`config.mk`:
```
export PLATFORM = sky130hd
export DESIGN_NAME = pwk_top
export DESIGN_NICKNAME = d
export VERILOG_FILES = /design/src/rtl/pwk_pkg.sv /design/src/rtl/pwk_counters.sv /design/src/rtl/pwk_sync.sv /design/src/rtl/pwk_top.sv
export SDC_FILE = /design/constraint.sdc
export NUM_CORES = 1
export LEC_CHECK = 0
export BUFFER_PORTS_ARGS = -buffer_cell sky130_fd_sc_hd__buf_2
export CAP_MARGIN = 20
export CORE_MARGIN = 2
export CORE_UTILIZATION = 35
export CTS_CLUSTER_DIAMETER = 60
export DETAILED_ROUTE_END_ITERATION = 8
export GPL_TIMING_DRIVEN = 0
export PLACE_DENSITY = 0.6
export SETUP_SLACK_MARGIN = 0.3
export SLEW_MARGIN = 20
export SYNTH_ARGS = -nofsm -noshare
export SYNTH_HDL_FRONTEND = slang
export SYNTH_HIERARCHICAL = 1
export SYNTH_SLANG_ARGS = --single-unit
```
`constraint.sdc`:
```
create_clock -name clk_sys -period 2.3 [get_ports clk_sys]
set_input_delay 0.23 -clock clk_sys [delete_from_list [all_inputs] [get_ports clk_sys]]
set_output_delay 0.23 -clock clk_sys [all_outputs]
set_load 0.02 [all_outputs]
```
`src/rtl/pwk_pkg.sv`:
```
// Purpose: Shared constants of the periodic wakeup unit
// Assumes: Byte-wide register port, 8-bit addresses
// Notes: Offsets other than the counter view are local choices

// ****************************************************************
// Package
// ****************************************************************
package pwk_pkg;
	localparam int CNT_W = 6;
	localparam logic [7:0] ADDR_STATUS = 8'h1F;
	localparam logic [7:0] ADDR_WAKE_CTL = 8'h20;
	localparam logic [7:0] ADDR_RST_CTL = 8'h21;
	localparam logic [7:0] ADDR_IRQ_STAT = 8'h22;
	localparam logic [7:0] ADDR_IRQ_MASK = 8'h23;
	// Field positions
	localparam int PAGE_BIT = 7;
	localparam int ZERO_BIT = 6;
	localparam int FLAG_BIT = 7;
	localparam int ACK_BIT = 6;
	localparam int IRQ_WAKE = 0;
	localparam int IRQ_RST = 1;
	// Reset values
	localparam logic [5:0] INTERVAL_RST = 6'h3F;
	localparam logic [5:0] CNT_RST = 6'h00;
	localparam logic [1:0] IRQ_RST_VAL = 2'h0;
	localparam logic [7:0] RDATA_RST = 8'h00;
	localparam logic PAGE_RST = 1'b0;
	// Synchroniser depth
	localparam int SYNC_STAGES = 2;
endpackage

```
`src/rtl/pwk_counters.sv`:
```
// Purpose: Wakeup divider and periodic-reset counter
// Assumes: tick is a one-cycle pulse per low-frequency period
// Notes: A zero wakeup interval runs the divider at 63 silently
`timescale 1ns/1ns

module pwk_counters (
	input wire logic clk_sys,
	input wire logic rst_n,
	input wire logic tick,
	input wire logic freeze,
	input wire logic restart_wake,
	input wire logic restart_rst,
	input wire logic [5:0] wake_interval,
	input wire logic [5:0] reset_interval,
	output logic [5:0] wake_cnt,
	output logic [5:0] rst_cnt,
	output logic wake_evt,
	output logic rst_evt
);
	typedef struct packed {
		logic [5:0] wcnt;
		logic [5:0] rcnt;
		logic wevt;
		logic revt;
	} pwk_cnt_st_t;

	pwk_cnt_st_t st_q, st_d;
	logic [5:0] wlimit;

	// Divider limit and count step
	always_comb begin
		st_d = st_q;
		st_d.wevt = 1'b0;
		st_d.revt = 1'b0;
		wlimit = (wake_interval == 6'h00) ? pwk_pkg::INTERVAL_RST : wake_interval;
		if (!freeze) begin
			if (restart_wake) begin
				st_d.wcnt = pwk_pkg::CNT_RST;
			end else if (tick) begin
				if (st_q.wcnt + 6'h01 >= wlimit) begin
					// Wrap to zero, a read right after the event sees zero
					st_d.wcnt = pwk_pkg::CNT_RST;
					st_d.wevt = (wake_interval != 6'h00);
					if (reset_interval != 6'h00) begin
						if (st_q.rcnt + 6'h01 >= reset_interval) begin
							st_d.rcnt = pwk_pkg::CNT_RST;
							st_d.revt = 1'b1;
						end else begin
							st_d.rcnt = st_q.rcnt + 6'h01;
						end
					end
				end else begin
					st_d.wcnt = st_q.wcnt + 6'h01;
				end
			end
			if (restart_rst) begin
				st_d.rcnt = pwk_pkg::CNT_RST;
			end
		end
	end

	always_ff @(posedge clk_sys or negedge rst_n) begin
		if (!rst_n) begin
			st_q <= '0;
		end else begin
			st_q <= st_d;
		end
	end

	assign wake_cnt = st_q.wcnt;
	assign rst_cnt = st_q.rcnt;
	assign wake_evt = st_q.wevt;
	assign rst_evt = st_q.revt;
endmodule // pwk_counters

```
`src/rtl/pwk_sync.sv`:
```
// Purpose: Two-stage synchroniser for the tick pin
// Assumes: Input asynchronous to clk_sys
// Notes: First stage is read by the second stage only
`timescale 1ns/1ns

module pwk_sync (
	input wire logic clk_sys,
	input wire logic rst_n,
	input wire logic async_in,
	output logic sync_out
);
	typedef struct packed {
		logic meta;
		logic stable;
	} pwk_sync_st_t;

	pwk_sync_st_t st_q, st_d;

	// Shift chain
	always_comb begin
		st_d = st_q;
		st_d.meta = async_in;
		st_d.stable = st_q.meta;
	end

	always_ff @(posedge clk_sys or negedge rst_n) begin
		if (!rst_n) begin
			st_q <= '0;
		end else begin
			st_q <= st_d;
		end
	end

	assign sync_out = st_q.stable;
endmodule // pwk_sync

```
`src/rtl/pwk_top.sv`:
```
// Purpose: Periodic wakeup unit, counter view and operating modes
// Assumes: Core-side strobes and mode levels are on clk_sys
// Notes: Only the tick pin crosses in through a synchroniser
`timescale 1ns/1ns

module pwk_top (
	input wire logic clk_sys,
	input wire logic rst_n,
	input wire logic [7:0] reg_addr,
	input wire logic [7:0] reg_wdata,
	input wire logic reg_wr,
	input wire logic reg_rd,
	output logic [7:0] reg_rdata,
	input wire logic tick_pin,
	input wire logic background_debug,
	input wire logic light_stop,
	input wire logic deep_stop,
	input wire logic por_clear,
	input wire logic sys_reset,
	input wire logic interrupt_unmask_opcode,
	output logic wakeup_irq_req,
	output logic periodic_reset_req,
	output logic clock_restart_req,
	output logic deep_stop_exit_por,
	output logic reset_source_por_only,
	output logic irq
);
	// ****************************************************************
	// State
	// ****************************************************************
	typedef struct packed {
		logic page;
		logic wakeup_flag;
		logic periodic_reset_flag;
		logic [5:0] wake_interval;
		logic [5:0] reset_interval;
		logic restart_wake;
		logic restart_rst;
		logic [1:0] irq_stat;
		logic [1:0] irq_mask;
		logic [7:0] rdata;
		logic irq;
		logic wake_deferred;
		logic wake_req;
		logic reset_req;
		logic clk_restart;
		logic por_exit;
		logic srs_por;
		logic tick_prev;
	} pwk_top_st_t;

	pwk_top_st_t st_q, st_d;

	logic tick_sync;
	logic tick_pulse;
	logic [5:0] wake_cnt;
	logic [5:0] rst_cnt;
	logic wake_evt;
	logic rst_evt;
	logic [5:0] view;
	logic [5:0] new_wint;
	logic [5:0] new_rint;

	// ****************************************************************
	// Tick crossing and counters
	// ****************************************************************
	pwk_sync u_sync (
		.clk_sys(clk_sys),
		.rst_n(rst_n),
		.async_in(tick_pin),
		.sync_out(tick_sync)
	);

	// Edge of the synchronised tick, one pulse per period
	assign tick_pulse = tick_sync & ~st_q.tick_prev;

	pwk_counters u_cnt (
		.clk_sys(clk_sys),
		.rst_n(rst_n),
		.tick(tick_pulse),
		.freeze(background_debug),
		.restart_wake(st_q.restart_wake),
		.restart_rst(st_q.restart_rst),
		.wake_interval(st_q.wake_interval),
		.reset_interval(st_q.reset_interval),
		.wake_cnt(wake_cnt),
		.rst_cnt(rst_cnt),
		.wake_evt(wake_evt),
		.rst_evt(rst_evt)
	);

	// Page bit picks the counter shown
	assign view = st_q.page ? rst_cnt : wake_cnt;

	// ****************************************************************
	// Next state
	// ****************************************************************
	always_comb begin
		st_d = st_q;
		st_d.tick_prev = tick_sync;
		st_d.restart_wake = 1'b0;
		st_d.restart_rst = 1'b0;
		st_d.reset_req = 1'b0;
		st_d.clk_restart = 1'b0;
		st_d.por_exit = 1'b0;
		new_wint = reg_wdata[5:0];
		new_rint = reg_wdata[5:0];

		// Register writes
		if (reg_wr) begin
			unique case (reg_addr)
				pwk_pkg::ADDR_STATUS: begin
					// Only the page bit takes the write
					st_d.page = reg_wdata[pwk_pkg::PAGE_BIT];
				end
				pwk_pkg::ADDR_WAKE_CTL: begin
					// Writing one to the ack clears the flag
					if (reg_wdata[pwk_pkg::ACK_BIT]) begin
						st_d.wakeup_flag = 1'b0;
					end
					// Both intervals zero at once is refused
					if (!(new_wint == 6'h00 && st_q.reset_interval == 6'h00) &&
						new_wint != st_q.wake_interval) begin
						// A changed interval restarts the timeout
						st_d.wake_interval = new_wint;
						st_d.restart_wake = 1'b1;
					end
				end
				pwk_pkg::ADDR_RST_CTL: begin
					// Writing one to the ack clears the flag
					if (reg_wdata[pwk_pkg::ACK_BIT]) begin
						st_d.periodic_reset_flag = 1'b0;
					end
					if (!(new_rint == 6'h00 && st_q.wake_interval == 6'h00) &&
						new_rint != st_q.reset_interval) begin
						st_d.reset_interval = new_rint;
						st_d.restart_rst = 1'b1;
					end
				end
				pwk_pkg::ADDR_IRQ_STAT: begin
					st_d.irq_stat = st_q.irq_stat & ~reg_wdata[1:0];
				end
				pwk_pkg::ADDR_IRQ_MASK: begin
					st_d.irq_mask = reg_wdata[1:0];
				end
				default: begin
				end
			endcase
		end

		// Source indication cleared by core resets, the set below wins
		if (sys_reset || por_clear) begin
			st_d.srs_por = 1'b0;
		end

		// Wakeup event, set wins over a same-cycle ack
		if (wake_evt) begin
			st_d.wakeup_flag = 1'b1;
			st_d.irq_stat[pwk_pkg::IRQ_WAKE] = 1'b1;
			if (deep_stop) begin
				// Exit as power-on, interrupt held back
				st_d.por_exit = 1'b1;
				st_d.wake_deferred = 1'b1;
			end else if (light_stop) begin
				// Clocks first, vector follows next cycle
				st_d.clk_restart = 1'b1;
			end
		end

		// Periodic reset event
		if (rst_evt) begin
			// Flag set on every periodic reset
			st_d.periodic_reset_flag = 1'b1;
			st_d.irq_stat[pwk_pkg::IRQ_RST] = 1'b1;
			if (deep_stop) begin
				// Power-on exit, source shows power-on only
				st_d.por_exit = 1'b1;
				st_d.srs_por = 1'b1;
			end else begin
				// Light stop restarts clocks in the same cycle as the reset request
				st_d.clk_restart = light_stop;
				st_d.reset_req = 1'b1;
			end
		end

		// Deferred wakeup waits for the unmask opcode
		if (interrupt_unmask_opcode && !wake_evt) begin
			st_d.wake_deferred = 1'b0;
		end
		// Vector request follows the flag unless deferred
		// Vector waits one cycle behind the clock restart
		st_d.wake_req = st_d.wakeup_flag & ~st_d.wake_deferred & ~st_d.clk_restart;

		// Resets made by this unit are not fed back here
		// Deep stop exit leaves the registers alone
		if (sys_reset || por_clear) begin
			st_d.wake_interval = pwk_pkg::INTERVAL_RST;
			st_d.reset_interval = pwk_pkg::INTERVAL_RST;
			st_d.restart_wake = 1'b1;
			st_d.restart_rst = 1'b1;
		end
		// Only a true power-on clears page and flags
		if (por_clear) begin
			st_d.page = pwk_pkg::PAGE_RST;
			st_d.wakeup_flag = 1'b0;
			st_d.periodic_reset_flag = 1'b0;
			st_d.wake_deferred = 1'b0;
			st_d.wake_req = 1'b0;
		end

		// Read data, one cycle after the strobe
		st_d.rdata = pwk_pkg::RDATA_RST;
		if (reg_rd) begin
			unique case (reg_addr)
				pwk_pkg::ADDR_STATUS: begin
					// Snapshot taken on the read strobe
					// Selected count in the low bits
					st_d.rdata = {st_q.page, 1'b0, view};
				end
				pwk_pkg::ADDR_WAKE_CTL: begin
					st_d.rdata = {st_q.wakeup_flag, 1'b0, st_q.wake_interval};
				end
				pwk_pkg::ADDR_RST_CTL: begin
					st_d.rdata = {st_q.periodic_reset_flag, 1'b0, st_q.reset_interval};
				end
				pwk_pkg::ADDR_IRQ_STAT: begin
					st_d.rdata = {6'h00, st_q.irq_stat};
				end
				pwk_pkg::ADDR_IRQ_MASK: begin
					st_d.rdata = {6'h00, st_q.irq_mask};
				end
				default: begin
					st_d.rdata = pwk_pkg::RDATA_RST;
				end
			endcase
		end

		// Level interrupt from unmasked sticky bits
		st_d.irq = |(st_d.irq_stat & st_d.irq_mask);
	end

	// ****************************************************************
	// Registers
	// ****************************************************************
	always_ff @(posedge clk_sys or negedge rst_n) begin
		if (!rst_n) begin
			st_q <= '0;
			st_q.wake_interval <= pwk_pkg::INTERVAL_RST;
			st_q.reset_interval <= pwk_pkg::INTERVAL_RST;
		end else begin
			st_q <= st_d;
		end
	end

	// Outputs straight from flops
	assign reg_rdata = st_q.rdata;
	assign wakeup_irq_req = st_q.wake_req;
	assign periodic_reset_req = st_q.reset_req;
	assign clock_restart_req = st_q.clk_restart;
	assign deep_stop_exit_por = st_q.por_exit;
	assign reset_source_por_only = st_q.srs_por;
	assign irq = st_q.irq;
endmodule // pwk_top

```
[Yosys cells after proc, flatten, opt, wreduce, memory -nomap -nowiden]
Cells that the tools add are included.
Cells by class
  add/sub/neg operators: 2
  magnitude comparators: 2
  equality and inequality tests: 8
  mux-type cells: 49
  bitwise operators: 10
  reductions and logical operators: 35
Operator list (count)
  6-bit 2-to-1 mux: 11
  8-bit one-hot mux with 5 select lines: 1
  8-bit by 6-bit == test with 1-bit output, second input constant: 4
  14-bit 2-to-1 mux: 2
  8-bit 2-to-1 mux: 3
  1-bit 2-to-1 mux: 22
  2-bit nonzero test: 11
  21-bit 2-to-1 mux: 1
  6-bit logical NOT: 3
  2-bit 2-to-1 mux: 7
  6-bit by 1-bit adder with 6-bit output, second input constant: 2
  6-bit >= comparator: 2
  6-bit inequality test: 2
  6-bit nonzero test: 2
  3-bit AND reduction: 3
  3-bit nonzero test: 3
  8-bit by 5-bit == test with 1-bit output, second input constant: 1
  1-bit logical AND: 5
  5-bit AND reduction: 1
  2-bit AND: 2
  4-bit 2-to-1 mux: 1
  1-bit NOT: 4
  2-bit AND reduction: 2
  1-bit AND: 3
  other kinds (6): 8
Storage, ports and cells
  register bits: 53
  output and inout bits: 14

[Depth between registers and ports, before layout]
Gate-level depths: netlist of run 1.
  depth in word-level cells: 11
  mapped depth: 10
  gate-level depth less buffers: 10

[By module]
The synthesis of run 1 kept the hierarchy.
By module, submodules not included
  pwk_top: times used 1, cells an instance 196, area each 2042.0 um2, sequential area each 915.9 um2
  pwk_counters: times used 1, cells an instance 120, area each 1096.1 um2, sequential area each 350.3 um2
  pwk_sync: times used 1, cells an instance 2, area each 50.0 um2, sequential area each 50.0 um2

[Least setup slack after synthesis of run 1]
OpenSTA, ideal clock, no wires.
  kind: reg2reg
  from: reg st_q[31] (netlist name)
  to: reg u_cnt.st_q, in the netlist u_cnt/wake_cnt[2]
  library setup time: 0.082 ns
  arrival: 2.326 ns
  required time: 2.218 ns
  path slack: -0.108 ns
  stages on the path, launching flop included: 10
  buffers on the path: 0
  period minus slack after synthesis: 2.408 ns
  cell sequence: dfstp_2 or4_4 nor3_4 or2_1 ha_1 nand2b_4 a21o_1 a211oi_4 nand2b_1 a31oi_1
On the way
  longest elaborated chain between the ends: 6
Ends and longest elaborated chain
  6-bit logical NOT: line pwk_counters.sv:35  | wlimit = (wake_interval == 6'h00) ? pwk_pkg::INTERVAL_RST : wake_interval;
  6-bit 2-to-1 mux (*): line pwk_counters.sv:35
  6-bit >= comparator (*): line pwk_counters.sv:40  | if (st_q.wcnt + 6'h01 >= wlimit) begin
  6-bit 2-to-1 mux (*): line pwk_counters.sv:40
  14-bit 2-to-1 mux (*): line pwk_counters.sv:39  | end else if (tick) begin
  6-bit 2-to-1 mux (*): line pwk_counters.sv:37  | if (restart_wake) begin
  to (signal assigned): line pwk_counters.sv:66  | st_q <= st_d;
  to (decl): line pwk_counters.sv:27  | pwk_cnt_st_t st_q, st_d;
Every way passes the cells marked *; elsewhere a longest branch is shown, timed or not. The select of a mux whose other input is x is not followed.
A chain may end at the register's enable or synchronous reset.

[Worst setup path in the final report of run 1]
  from: reg st_q[31] (netlist name)
  to: reg u_cnt.st_q, in the netlist u_cnt/wake_cnt[1]
On the way
  longest elaborated chain between the ends: 6
Ends and longest elaborated chain (line)
  6-bit logical NOT: pwk_counters.sv:35
  6-bit 2-to-1 mux (*): pwk_counters.sv:35
  6-bit >= comparator (*): pwk_counters.sv:40
  6-bit 2-to-1 mux (*): pwk_counters.sv:40
  14-bit 2-to-1 mux (*): pwk_counters.sv:39
  6-bit 2-to-1 mux (*): pwk_counters.sv:37
Marks and branches as above.

==> flow_summary_export.csv, run 1 <==
group,metric,value,unit
status,status,"finished with violations",
status,violations,"setup timing",
placement,routabilityCongestion,0.901,
grt,grt_use_total,16.2,%
clock_network,clk_pin_slew_worst_paths,100,ps
sta,max_freq,389,MHz
floorplan,ios,41,
sta,fin_crit_sh,112,%
synthesis,synthAdderAreaFrac,5.49,%
synthesis,synthesis.area,3190,um2
worst_setup_path,cp-start-kind,"flop",
synthesis,ys.flop_type,"dfrtp_1",
cells_and_area,final_layout_size_suffix_gt1_share,28.8,%
floorplan,die_w,99.4,um
floorplan,dieArea,9890,um2
synthesis,synth-compound-area-share,16.9,%
synthesis,ys_ff_latch,52,
sta,fin_setup_tns,-2780,ps
synthesis,synth_top_family_by_area,"simple AND/OR/NAND/NOR gates",
route,wl,7690,um
placement,dpl.hpwl,5650,um
worst_setup_path,cp-end-kind,"flop",
grt,grt_pass1_vias,2504,
synthesis,yosysUniqueCellTypes,55,
floorplan,core_area,8760,um2
sta,setup_ws,-268,ps
sta,rsz0062_at_grt,"yes",
synthesis,yosys_warnings,6,
route,avgRoutedWirePerCell,16.1,um
sta,setup_viol,14,
synthesis,ys_seq_area_share,41.3,%
synthesis,avgSynthCellArea,10.0,um2
clock_network,ctsLongestPathBuffers,2,
sta,fin_crit,2570,ps
clock_network,cts_tree,"yes",
synthesis,syn_inst,318,
job,maxCapViolations,0,
grt,overflow,0,
hold_path,min_path_type,"in -> reg",
clock_network,numCtsBuffers,5,
synthesis,synth_xor_area_share,5.22,%
floorplan,num_rows,34,
cells_and_area,nNetsFinal,411,
route,drtIter0Drc,131,
cells_and_area,diodes,0,
grt,antenna_found_initial,0,
synthesis,synthMuxAreaShare,6.75,%
route,drc,0,
placement,io_buffer_count,36,
clock_network,cts.sinks,52,
clock_network,htree_levels,2,
power_and_ir_drop,power_density,466,nW/um2
sta,final-hold-violation-count,0,
synthesis,async_flop_share,100,%
placement,dpl.cell_count,462,
worst_setup_path,worstSetupPathType,"reg -> reg",
worst_setup_path,worstPathMaxFanout,7,
clock_network,clock-root-buffer,"clkbuf_8",
sta,worstMarginPinSlew,689,ps
sta,hold_ws,17.0,ps
route,antenna_left,0,
grt,grt_pass1_wl,12700,um
placement,post_dp_cell_area,3510,um2
route,vias,2538,
route,routed_via_density,5.30,
grt,grt_max_degree,53,
sta,skew,13.0,ps
sta,slew_violations,0,
cells_and_area,final_area,3750,um2
floorplan,floorplan.initialDensity,36.4,%
route,first_pass_iters,4,
cells_and_area,syn_to_final_growth,17.6,%
clock_network,insertion_delay,310,ps
sta,slew_headroom,53.9,%
power_and_ir_drop,peakVddDrop,0.214,mV
worst_setup_path,arrival,2830,ps
worst_setup_path,required,2560,ps
floorplan,fp.dieH,99.4,um
cells_and_area,final_cells,479,
power_and_ir_drop,p_leak,1.86,nW
synthesis,synth_nets,359,
synthesis,yosys.area_share.simple,18.5,%
synthesis,synth_edf_count,0,
==> cell usage after synthesis, types with 6 or more instances <==
master,count,area share (%)
nand3_1,9,1.4
xnor2_1,14,3.8
and2_1,9,1.8
o21ai_0,15,2.4
mux2i_1,17,5.3
nand4_1,9,1.8
a22o_1,6,1.6
o22ai_1,6,1.2
buf_2,6,0.94
dfrtp_1,40,31
nor2b_1,7,1.4
nand2_1,11,1.3
o211ai_1,14,3.3
a21oi_1,17,2.7
buf_4,9,2.1
inv_1,19,2.2
dfstp_2,12,9.9
nand2b_1,6,1.2
ha_1,14,5.5
nor2_1,23,2.7
==> placed cells by master, fill, tap and decap left out, drive strengths merged, types with 10 or more instances in the layout <==
master,Yosys,routed
o211ai,15,15
o21ai,16,16
nor2,23,23
xnor2,14,14
nand3,10,10
inv,19,19
ha,14,14
mux2i,17,17
nand2,11,11
dfrtp,40,40
dfstp,12,12
buf,16,60
a21oi,17,17
==> worst max-delay path, stage by stage, from the launching register on <==
cell and delay, ps:
dfstp_2 380, or4_4 530, nor3_4 210, buf_4 160, nor2_2 30, ha_1 290, a21o_4 240, a211oi_4 370
buf_4 180, a22o_1 110
==> layer usage <==
layer,share of wire [%],track usage [%]
met1,48,23.5
met2,46,25.0
met3,4.9,2.74
met4,1.2,4.53
met5,0,0
==> through the flow <==
stage	setup slack [ps]	utilization (%)	power, mW
2_1_floorplan	-107	-	1.11
3_3_place_gp	-359	40.0	1.20
3_5_place_dp	-408	40.0	1.21
4_1_cts	-300	42.4	1.77
5_1_grt	-379	42.8	1.83
6_report	-268	42.8	1.75
==> state kept, by name (all words and copies together), names as in the netlist <==
register / flops
reset_source_por_only: 1
wakeup_irq_req: 1
reg_rdata: 7
st_q: 23
deep_stop_exit_por: 1
u_cnt/wake_cnt: 6
irq: 1
u_cnt/wake_evt: 1
u_sync/st_d: 1
u_cnt/rst_evt: 1
periodic_reset_req: 1
clock_restart_req: 1
u_cnt/rst_cnt: 6
u_sync/sync_out: 1
==> timing repair <==
item / CTS / global route
pin swaps: 10 / 12
buffers inserted: 5 / 3
endpoints found under the setup margin: 14 / 14
resized for setup: 20 / 8
hold buffers: 1 / 0
hold endpoints to repair: 40 / 0
==> area by class of cell <==
cell class	count	area (um2)
Tap cell	108	135
Fill cell	871	5010
Timing Repair Buffer	45	253
Clock inverter	2	11.3
Clock buffer	6	72.6
Buffer	17	113
Inverter	19	71.3
Multi-Input combinational cell	230	1780
Sequential cell	52	1320
==> power by group <==
part	switching (mW)	leakage (nW)	total [mW]	internal [mW]
Combinational	0.151	1.15	0.274	0.124
Clock	0.305	0.0388	0.517	0.212
Sequential	0.0256	0.669	0.957	0.931
==> final timing paths <==
path | start | endpoint | slack [ps] | cells after the start
worst max-delay path | st_q[31] | u_cnt/wake_cnt[1] | -270 | 9
worst max register to register | st_q[31] | u_cnt/wake_cnt[1] | -270 | 9
worst min register to register | u_sync/st_d[0] | u_sync/sync_out | 360 | 0
min in group asynchronous | rst_n | u_sync/st_d[0] | 480 | 2
max in group asynchronous | rst_n | u_cnt/rst_cnt[3] | 1370 | 2
worst min-delay path | tick_pin | u_sync/st_d[0] | 20 | 1
==> kinds of logic (layout without fill, tap and decap cells) <==
group,after synthesis,in the layout
buf+inv,36,89
simple gates,98,98
mux,21,21
other cells,1,1
compound gates,77,77
xor+xnor,19,19
flops,52,52
fa+ha+maj,14,14
Note: power is estimated with default switching activity, not from simulation.
==> run 2: changes to the inputs <==
MAX_ROUTING_LAYER = met4   (was default)
==> run 2 against run 1 <==
Compared with the run above: sequential power hardly changed; routed wire length hardly changed; register-to-register slack is essentially flat; first-iteration DRC count is 3.8% higher; clock skew about the same; the flow still finishes with violations (setup timing).
==> flow_summary_export.csv, run 2 (same netlist as run 1, synthesis figures left out) <==
group,metric,value,unit
sta,slew_violations,0,
worst_setup_path,cp_cell_sequence,"or4_4, nor3_4, buf_4, nor2_2, ha_1, a21o_4, a211oi_4, buf_4, a22o_1",
power_and_ir_drop,power_density,466,nW/um2
grt,antenna_found_initial,0,
worst_setup_path,crit_buf_inv,2,
power_and_ir_drop,power,1.75,mW
floorplan,die_w,99.4,um
route,drc,0,
power_and_ir_drop,peakVddDrop,0.214,mV
floorplan,ios,41,
cells_and_area,largest_register,"st_q",
route,first_pass_iters,4,
clock_network,insertion_delay,310,ps
clock_network,clk_pin_slew_worst_paths,100,ps
clock_network,clock-root-buffer,"clkbuf_8",
floorplan,dieArea,9890,um2
placement,dpl.hpwl,5650,um
worst_setup_path,worstSetupPathType,"reg -> reg",
power_and_ir_drop,clockPowerShare,29.5,%
sta,final-hold-violation-count,0,
worst_setup_path,cpMostUsedCell,"buf_4",
clock_network,cts.sinks,52,
route,vias,2537,
worst_setup_path,arrival,2820,ps
sta,worstMarginPinSlew,694,ps
worst_setup_path,required,2560,ps
sta,max_freq,390,MHz
clock_network,cts_tree,"yes",
grt,grt_max_degree,53,
worst_setup_path,cp_slowest_stage_delay,530,ps
status,violations,"setup timing",
clock_network,numCtsBuffers,5,
cells_and_area,final_cells,479,
power_and_ir_drop,seqPwrFrac,54.8,%
grt,use_met3,2.53,%
cells_and_area,largest_reg_flops,23,
cells_and_area,fillerInstances,871,
grt,use_met1,23.7,%
worst_setup_path,worstPathMaxFanout,7,
clock_network,ctsLongestPathBuffers,2,
worst_setup_path,reg2reg_depth,9,
grt,grt_pass1_wl,12700,um
floorplan,floorplan.initialDensity,36.4,%
hold_path,hold_end,"u_sync/st_d[0]",
route,drtIter0Drc,136,
sta,fin_crit_sh,112,%
floorplan,num_rows,34,
power_and_ir_drop,p_leak,1.86,nW
cells_and_area,syn_to_final_growth,17.6,%
route,routed_via_density,5.30,
cells_and_area,multi_input_comb_area,1780,um2
sta,skew,13.5,ps
sta,fin_crit,2570,ps
route,wl,7680,um
power_and_ir_drop,combPwrFrac,15.7,%
route,avgRoutedWirePerCell,16.0,um
power_and_ir_drop,p_sw_share,27.5,%
grt,use_met2,25.1,%
sta,setup_viol,14,
worst_setup_path,cp-start-kind,"flop",
worst_setup_path,cp-end-kind,"flop",
worst_setup_path,r2r-end,"u_cnt/wake_cnt[1]",
power_and_ir_drop,p_int,1.27,mW
placement,routabilityCongestion,0.916,
cells_and_area,final_cell_mix,"buf_2, dfrtp_1, nor2_1, inv_1, buf_4",
cells_and_area,final_common_cell,"buf_2",
placement,dpl.cell_count,462,
floorplan,core_area,8760,um2
cells_and_area,final_area,3750,um2
cells_and_area,final_layout_size_suffix_gt1_share,28.8,%
hold_path,min_path_type,"in -> reg",
route,antenna_left,0,
grt,top_usage_layer,"met2",
cells_and_area,seq_area,1320,um2
worst_setup_path,path_delay_family,"simple AND/OR/NAND/NOR gates",
grt,grt_use_total,16.7,%
hold_path,hold_depth,1,
worst_setup_path,reg2reg_setup_slack,-270,ps
sta,setup_ws,-267,ps
sta,hold_ws,17.4,ps
grt,grt_pass1_vias,2495,
floorplan,fp.dieH,99.4,um
worst_setup_path,r2r_start,"st_q[31]",
grt,overflow,0,
hold_path,hold_start,"tick_pin",
clock_network,htree_levels,2,
status,status,"finished with violations",
job,maxCapViolations,0,
cells_and_area,nNetsFinal,411,
placement,place_ws,-408,ps
sta,rsz0062_at_grt,"yes",
sta,slew_headroom,53.5,%
placement,post_dp_cell_area,3510,um2
worst_setup_path,slowest_stage,"or4_4",
power_and_ir_drop,p_sw,480,uW
placement,io_buffer_count,36,
cells_and_area,diodes,0,
==> run 2: timing repair <==
item | 4_1_cts | 5_1_grt
setup endpoints to repair | 14 | 14
endpoints found under the hold margin | 40 | 0
hold buffers | 1 | 0
pin swaps | 10 | 12
gates cloned | 0 | 0
resized for setup | 20 | 8
setup buffers | 5 | 3
==> run 2: worst max-delay path by stage <==
stage | start | endpoint | slack [ps] | depth (start not counted)
2_1_floorplan | st_q[31] | u_cnt/wake_cnt[2] | -110 | 9
3_3_place_gp | st_q[31] | u_cnt/rst_cnt[2] | -360 | 9
3_5_place_dp | st_q[31] | u_cnt/rst_cnt[2] | -410 | 9
4_1_cts | st_q[31] | u_cnt/wake_cnt[2] | -300 | 9
5_1_grt | st_q[31] | u_cnt/wake_cnt[2] | -380 | 9
6_report | st_q[31] | u_cnt/wake_cnt[1] | -270 | 9
==> run 2: per-layer routing <==
metal | vias up | routed length (um)
met5 | - | 0
met2 | 55 | 3530
met3 | 6 | 342
met1 | 1225 | 3710
met4 | 0 | 93
li1 | 1251 | -
==> run 2: power by group through the flow <==
stage                     Combinational [mW]  Sequential (mW)  Clock (mW)
after floorplan                        0.147            0.962           0
after global placement                 0.225            0.975           0
after detailed placement               0.233            0.973           0
after CTS                              0.274            0.956       0.541
after global routing                   0.301            0.960       0.575
final                                  0.275            0.957       0.516
==> run 2: stage by stage <==
step           utilization, %  setup TNS, ps
4_1_cts                  42.4          -3160
6_report                 42.8          -2770
3_3_place_gp             40.0          -3530
3_5_place_dp             40.0          -4120
5_1_grt                  42.8          -4210
2_1_floorplan               -           -323
==> run 2: final cells by class <==
cell class,instances,area share [%]
plain buffers,17,3.00
repair buffers,45,6.74
multi-input cells,230,47.4
clock buffers,6,1.94
clock inverters,2,0.300
inverters,19,1.90
flip-flops and latches,52,35.1
well taps,108,3.60
==> run 3: changes to the inputs <==
CTS_BUF_LIST = sky130_fd_sc_hd__clkbuf_8 sky130_fd_sc_hd__clkbuf_16   (was default)
GPL_TIMING_DRIVEN = 1   (was 0)
==> run 3 against run 2 <==
Compared with the run above: critical path depth rose by 1; routed wire length grew 2.6%; the run still ends with setup timing left; register-to-register slack better by 90 ps.
==> flow_summary_export.csv, run 3 (same netlist as run 1, synthesis figures left out) <==
group,metric,value,unit
status,status,"finished with violations",
status,violations,"setup timing",
route,routed_via_density,5.47,
floorplan,floorplan.initialDensity,36.4,%
placement,dpl.hpwl,6040,um
route,drtIter0Drc,145,
placement,routabilityCongestion,0.847,
sta,fin_crit,2480,ps
worst_setup_path,worstSetupPathType,"reg -> reg",
sta,slew_headroom,49.6,%
sta,rsz0062_at_grt,"yes",
worst_setup_path,crit_buf_inv,1,
placement,post_dp_cell_area,3550,um2
cells_and_area,diodes,0,
cells_and_area,largest_reg_flops,23,
power_and_ir_drop,peakVddDrop,0.263,mV
clock_network,insertion_delay,310,ps
floorplan,core_area,8760,um2
hold_path,min_path_type,"in -> reg",
cells_and_area,final_core_util,43.3,%
grt,grt_max_degree,28,
worst_setup_path,worstPathMaxFanout,5,
clock_network,ctsLongestPathBuffers,2,
cells_and_area,fillerInstances,862,
cells_and_area,syn_to_final_growth,19.1,%
cells_and_area,final_cell_mix,"dfrtp_1, buf_2, nor2_1, inv_1, buf_4",
route,wl,7890,um
sta,setup_ws,-182,ps
grt,overflow,0,
sta,slew_violations,0,
floorplan,fp.dieH,99.4,um
sta,worstMarginPinSlew,754,ps
route,vias,2614,
grt,grt_pass1_vias,2597,
floorplan,die_w,99.4,um
sta,max_freq,403,MHz
clock_network,cts.sinks,52,
worst_setup_path,cp-start-kind,"flop",
sta,setup_viol,14,
job,maxCapViolations,0,
worst_setup_path,cp_cell_sequence,"or4_4, nor3_4, nor2_1, ha_1, a21oi_2, o21ai_4, a211oi_4, buf_4, nor2_1, a21oi_1",
power_and_ir_drop,power_density,548,nW/um2
worst_setup_path,slowest_stage,"or4_4",
clock_network,clock-root-buffer,"clkbuf_8",
worst_setup_path,cpMostUsedCell,"nor2_1",
worst_setup_path,path_delay_family,"simple AND/OR/NAND/NOR gates",
floorplan,ios,41,
cells_and_area,final_area,3800,um2
cells_and_area,multi_input_comb_area,1740,um2
floorplan,dieArea,9890,um2
route,avgRoutedWirePerCell,16.5,um
route,antenna_left,0,
grt,antenna_found_initial,0,
sta,skew,5.92,ps
sta,fin_crit_sh,108,%
cells_and_area,final_layout_size_suffix_gt1_share,28.1,%
clock_network,clk_pin_slew_worst_paths,90,ps
route,first_pass_iters,5,
floorplan,num_rows,34,
cells_and_area,nNetsFinal,410,
grt,grt_use_total,16.9,%
worst_setup_path,cp_slowest_stage_delay,530,ps
worst_setup_path,arrival,2720,ps
clock_network,numCtsBuffers,5,
grt,grt_pass1_wl,12900,um
clock_network,cts_tree,"yes",
worst_setup_path,required,2540,ps
placement,io_buffer_count,39,
cells_and_area,largest_register,"st_q",
cells_and_area,seq_area,1320,um2
worst_setup_path,cp-end-kind,"flop",
clock_network,htree_levels,2,
power_and_ir_drop,p_leak,1.91,nW
power_and_ir_drop,power,2.08,mW
route,drc,0,
sta,final-hold-violation-count,0,
cells_and_area,final_common_cell,"dfrtp_1",
[run 3: what timing repair did]
| item | 4_1_cts | 5_1_grt |
|---|---|---|
| cloned | 0 | 0 |
| pin swaps | 7 | 0 |
| setup endpoints to repair | 14 | 14 |
| hold buffers | 1 | 0 |
| buffers inserted | 3 | 1 |
| resized for setup | 18 | 4 |
| endpoints found under the hold margin | 26 | 0 |
[run 3: worst paths after layout]
check / startpoint / to / slack (ps) / depth (start not counted)
setup reg to reg: st_q[31] / u_cnt/wake_cnt[0] / -180 / 10
max in group asynchronous: rst_n / st_q[22] / 1200 / 3
min in group asynchronous: rst_n / u_cnt/wake_cnt[0] / 470 / 2
hold reg to reg: u_sync/st_d[0] / u_sync/sync_out / 370 / 0
hold / removal: tick_pin / u_sync/st_d[0] / 30 / 1
setup / recovery: st_q[31] / u_cnt/wake_cnt[0] / -180 / 10
[run 3: stage by stage]
step           hold WS (ps)  std cells  setup TNS, ps  worst slack, ps
2_1_floorplan         -65.6        318           -323             -107
3_3_place_gp            273        465          -1100             -132
3_5_place_dp            289        465          -1800             -236
4_1_cts                19.9        477          -1480             -167
5_1_grt                19.1        478          -4190             -343
6_report               29.4        478          -1920             -182
[run 3: worst reg2reg max path, stage by stage, from the launching register on]
cell and delay [ps]:
dfstp_2 380, or4_4 530, nor3_4 190, nor2_1 70, ha_1 330, a21oi_2 230
o21ai_4 100, a211oi_4 260, buf_4 170, nor2_1 30, a21oi_1 120
[run 3: where the power goes]
part	switching [mW]	internal (mW)	total (mW)
Clock	0.317	0.544	0.861
Combinational	0.147	0.123	0.269
Sequential	0.0189	0.931	0.950
Total	0.482	1.60	2.08
[run 3: metal layers]
layer  GRT usage, %  wire (um)  up-vias  share of wire (%)
met1           22.9       3570     1272                 45
met5              -          0        -                  0
met4           5.69        117        0                1.5
met3           2.18        454        9                5.8
li1               -          -     1242                  -
met2           26.5       3750       91                 47
[run 3: area by class of cell]
type / count / share of cell area (%)
clock buffer: 5 / 1.81
clock inverter: 3 / 2.37
inverter: 19 / 1.88
multi-input combinational: 230 / 45.7
sequential: 52 / 34.7
tap: 108 / 3.56
timing repair buffer: 61 / 9.98
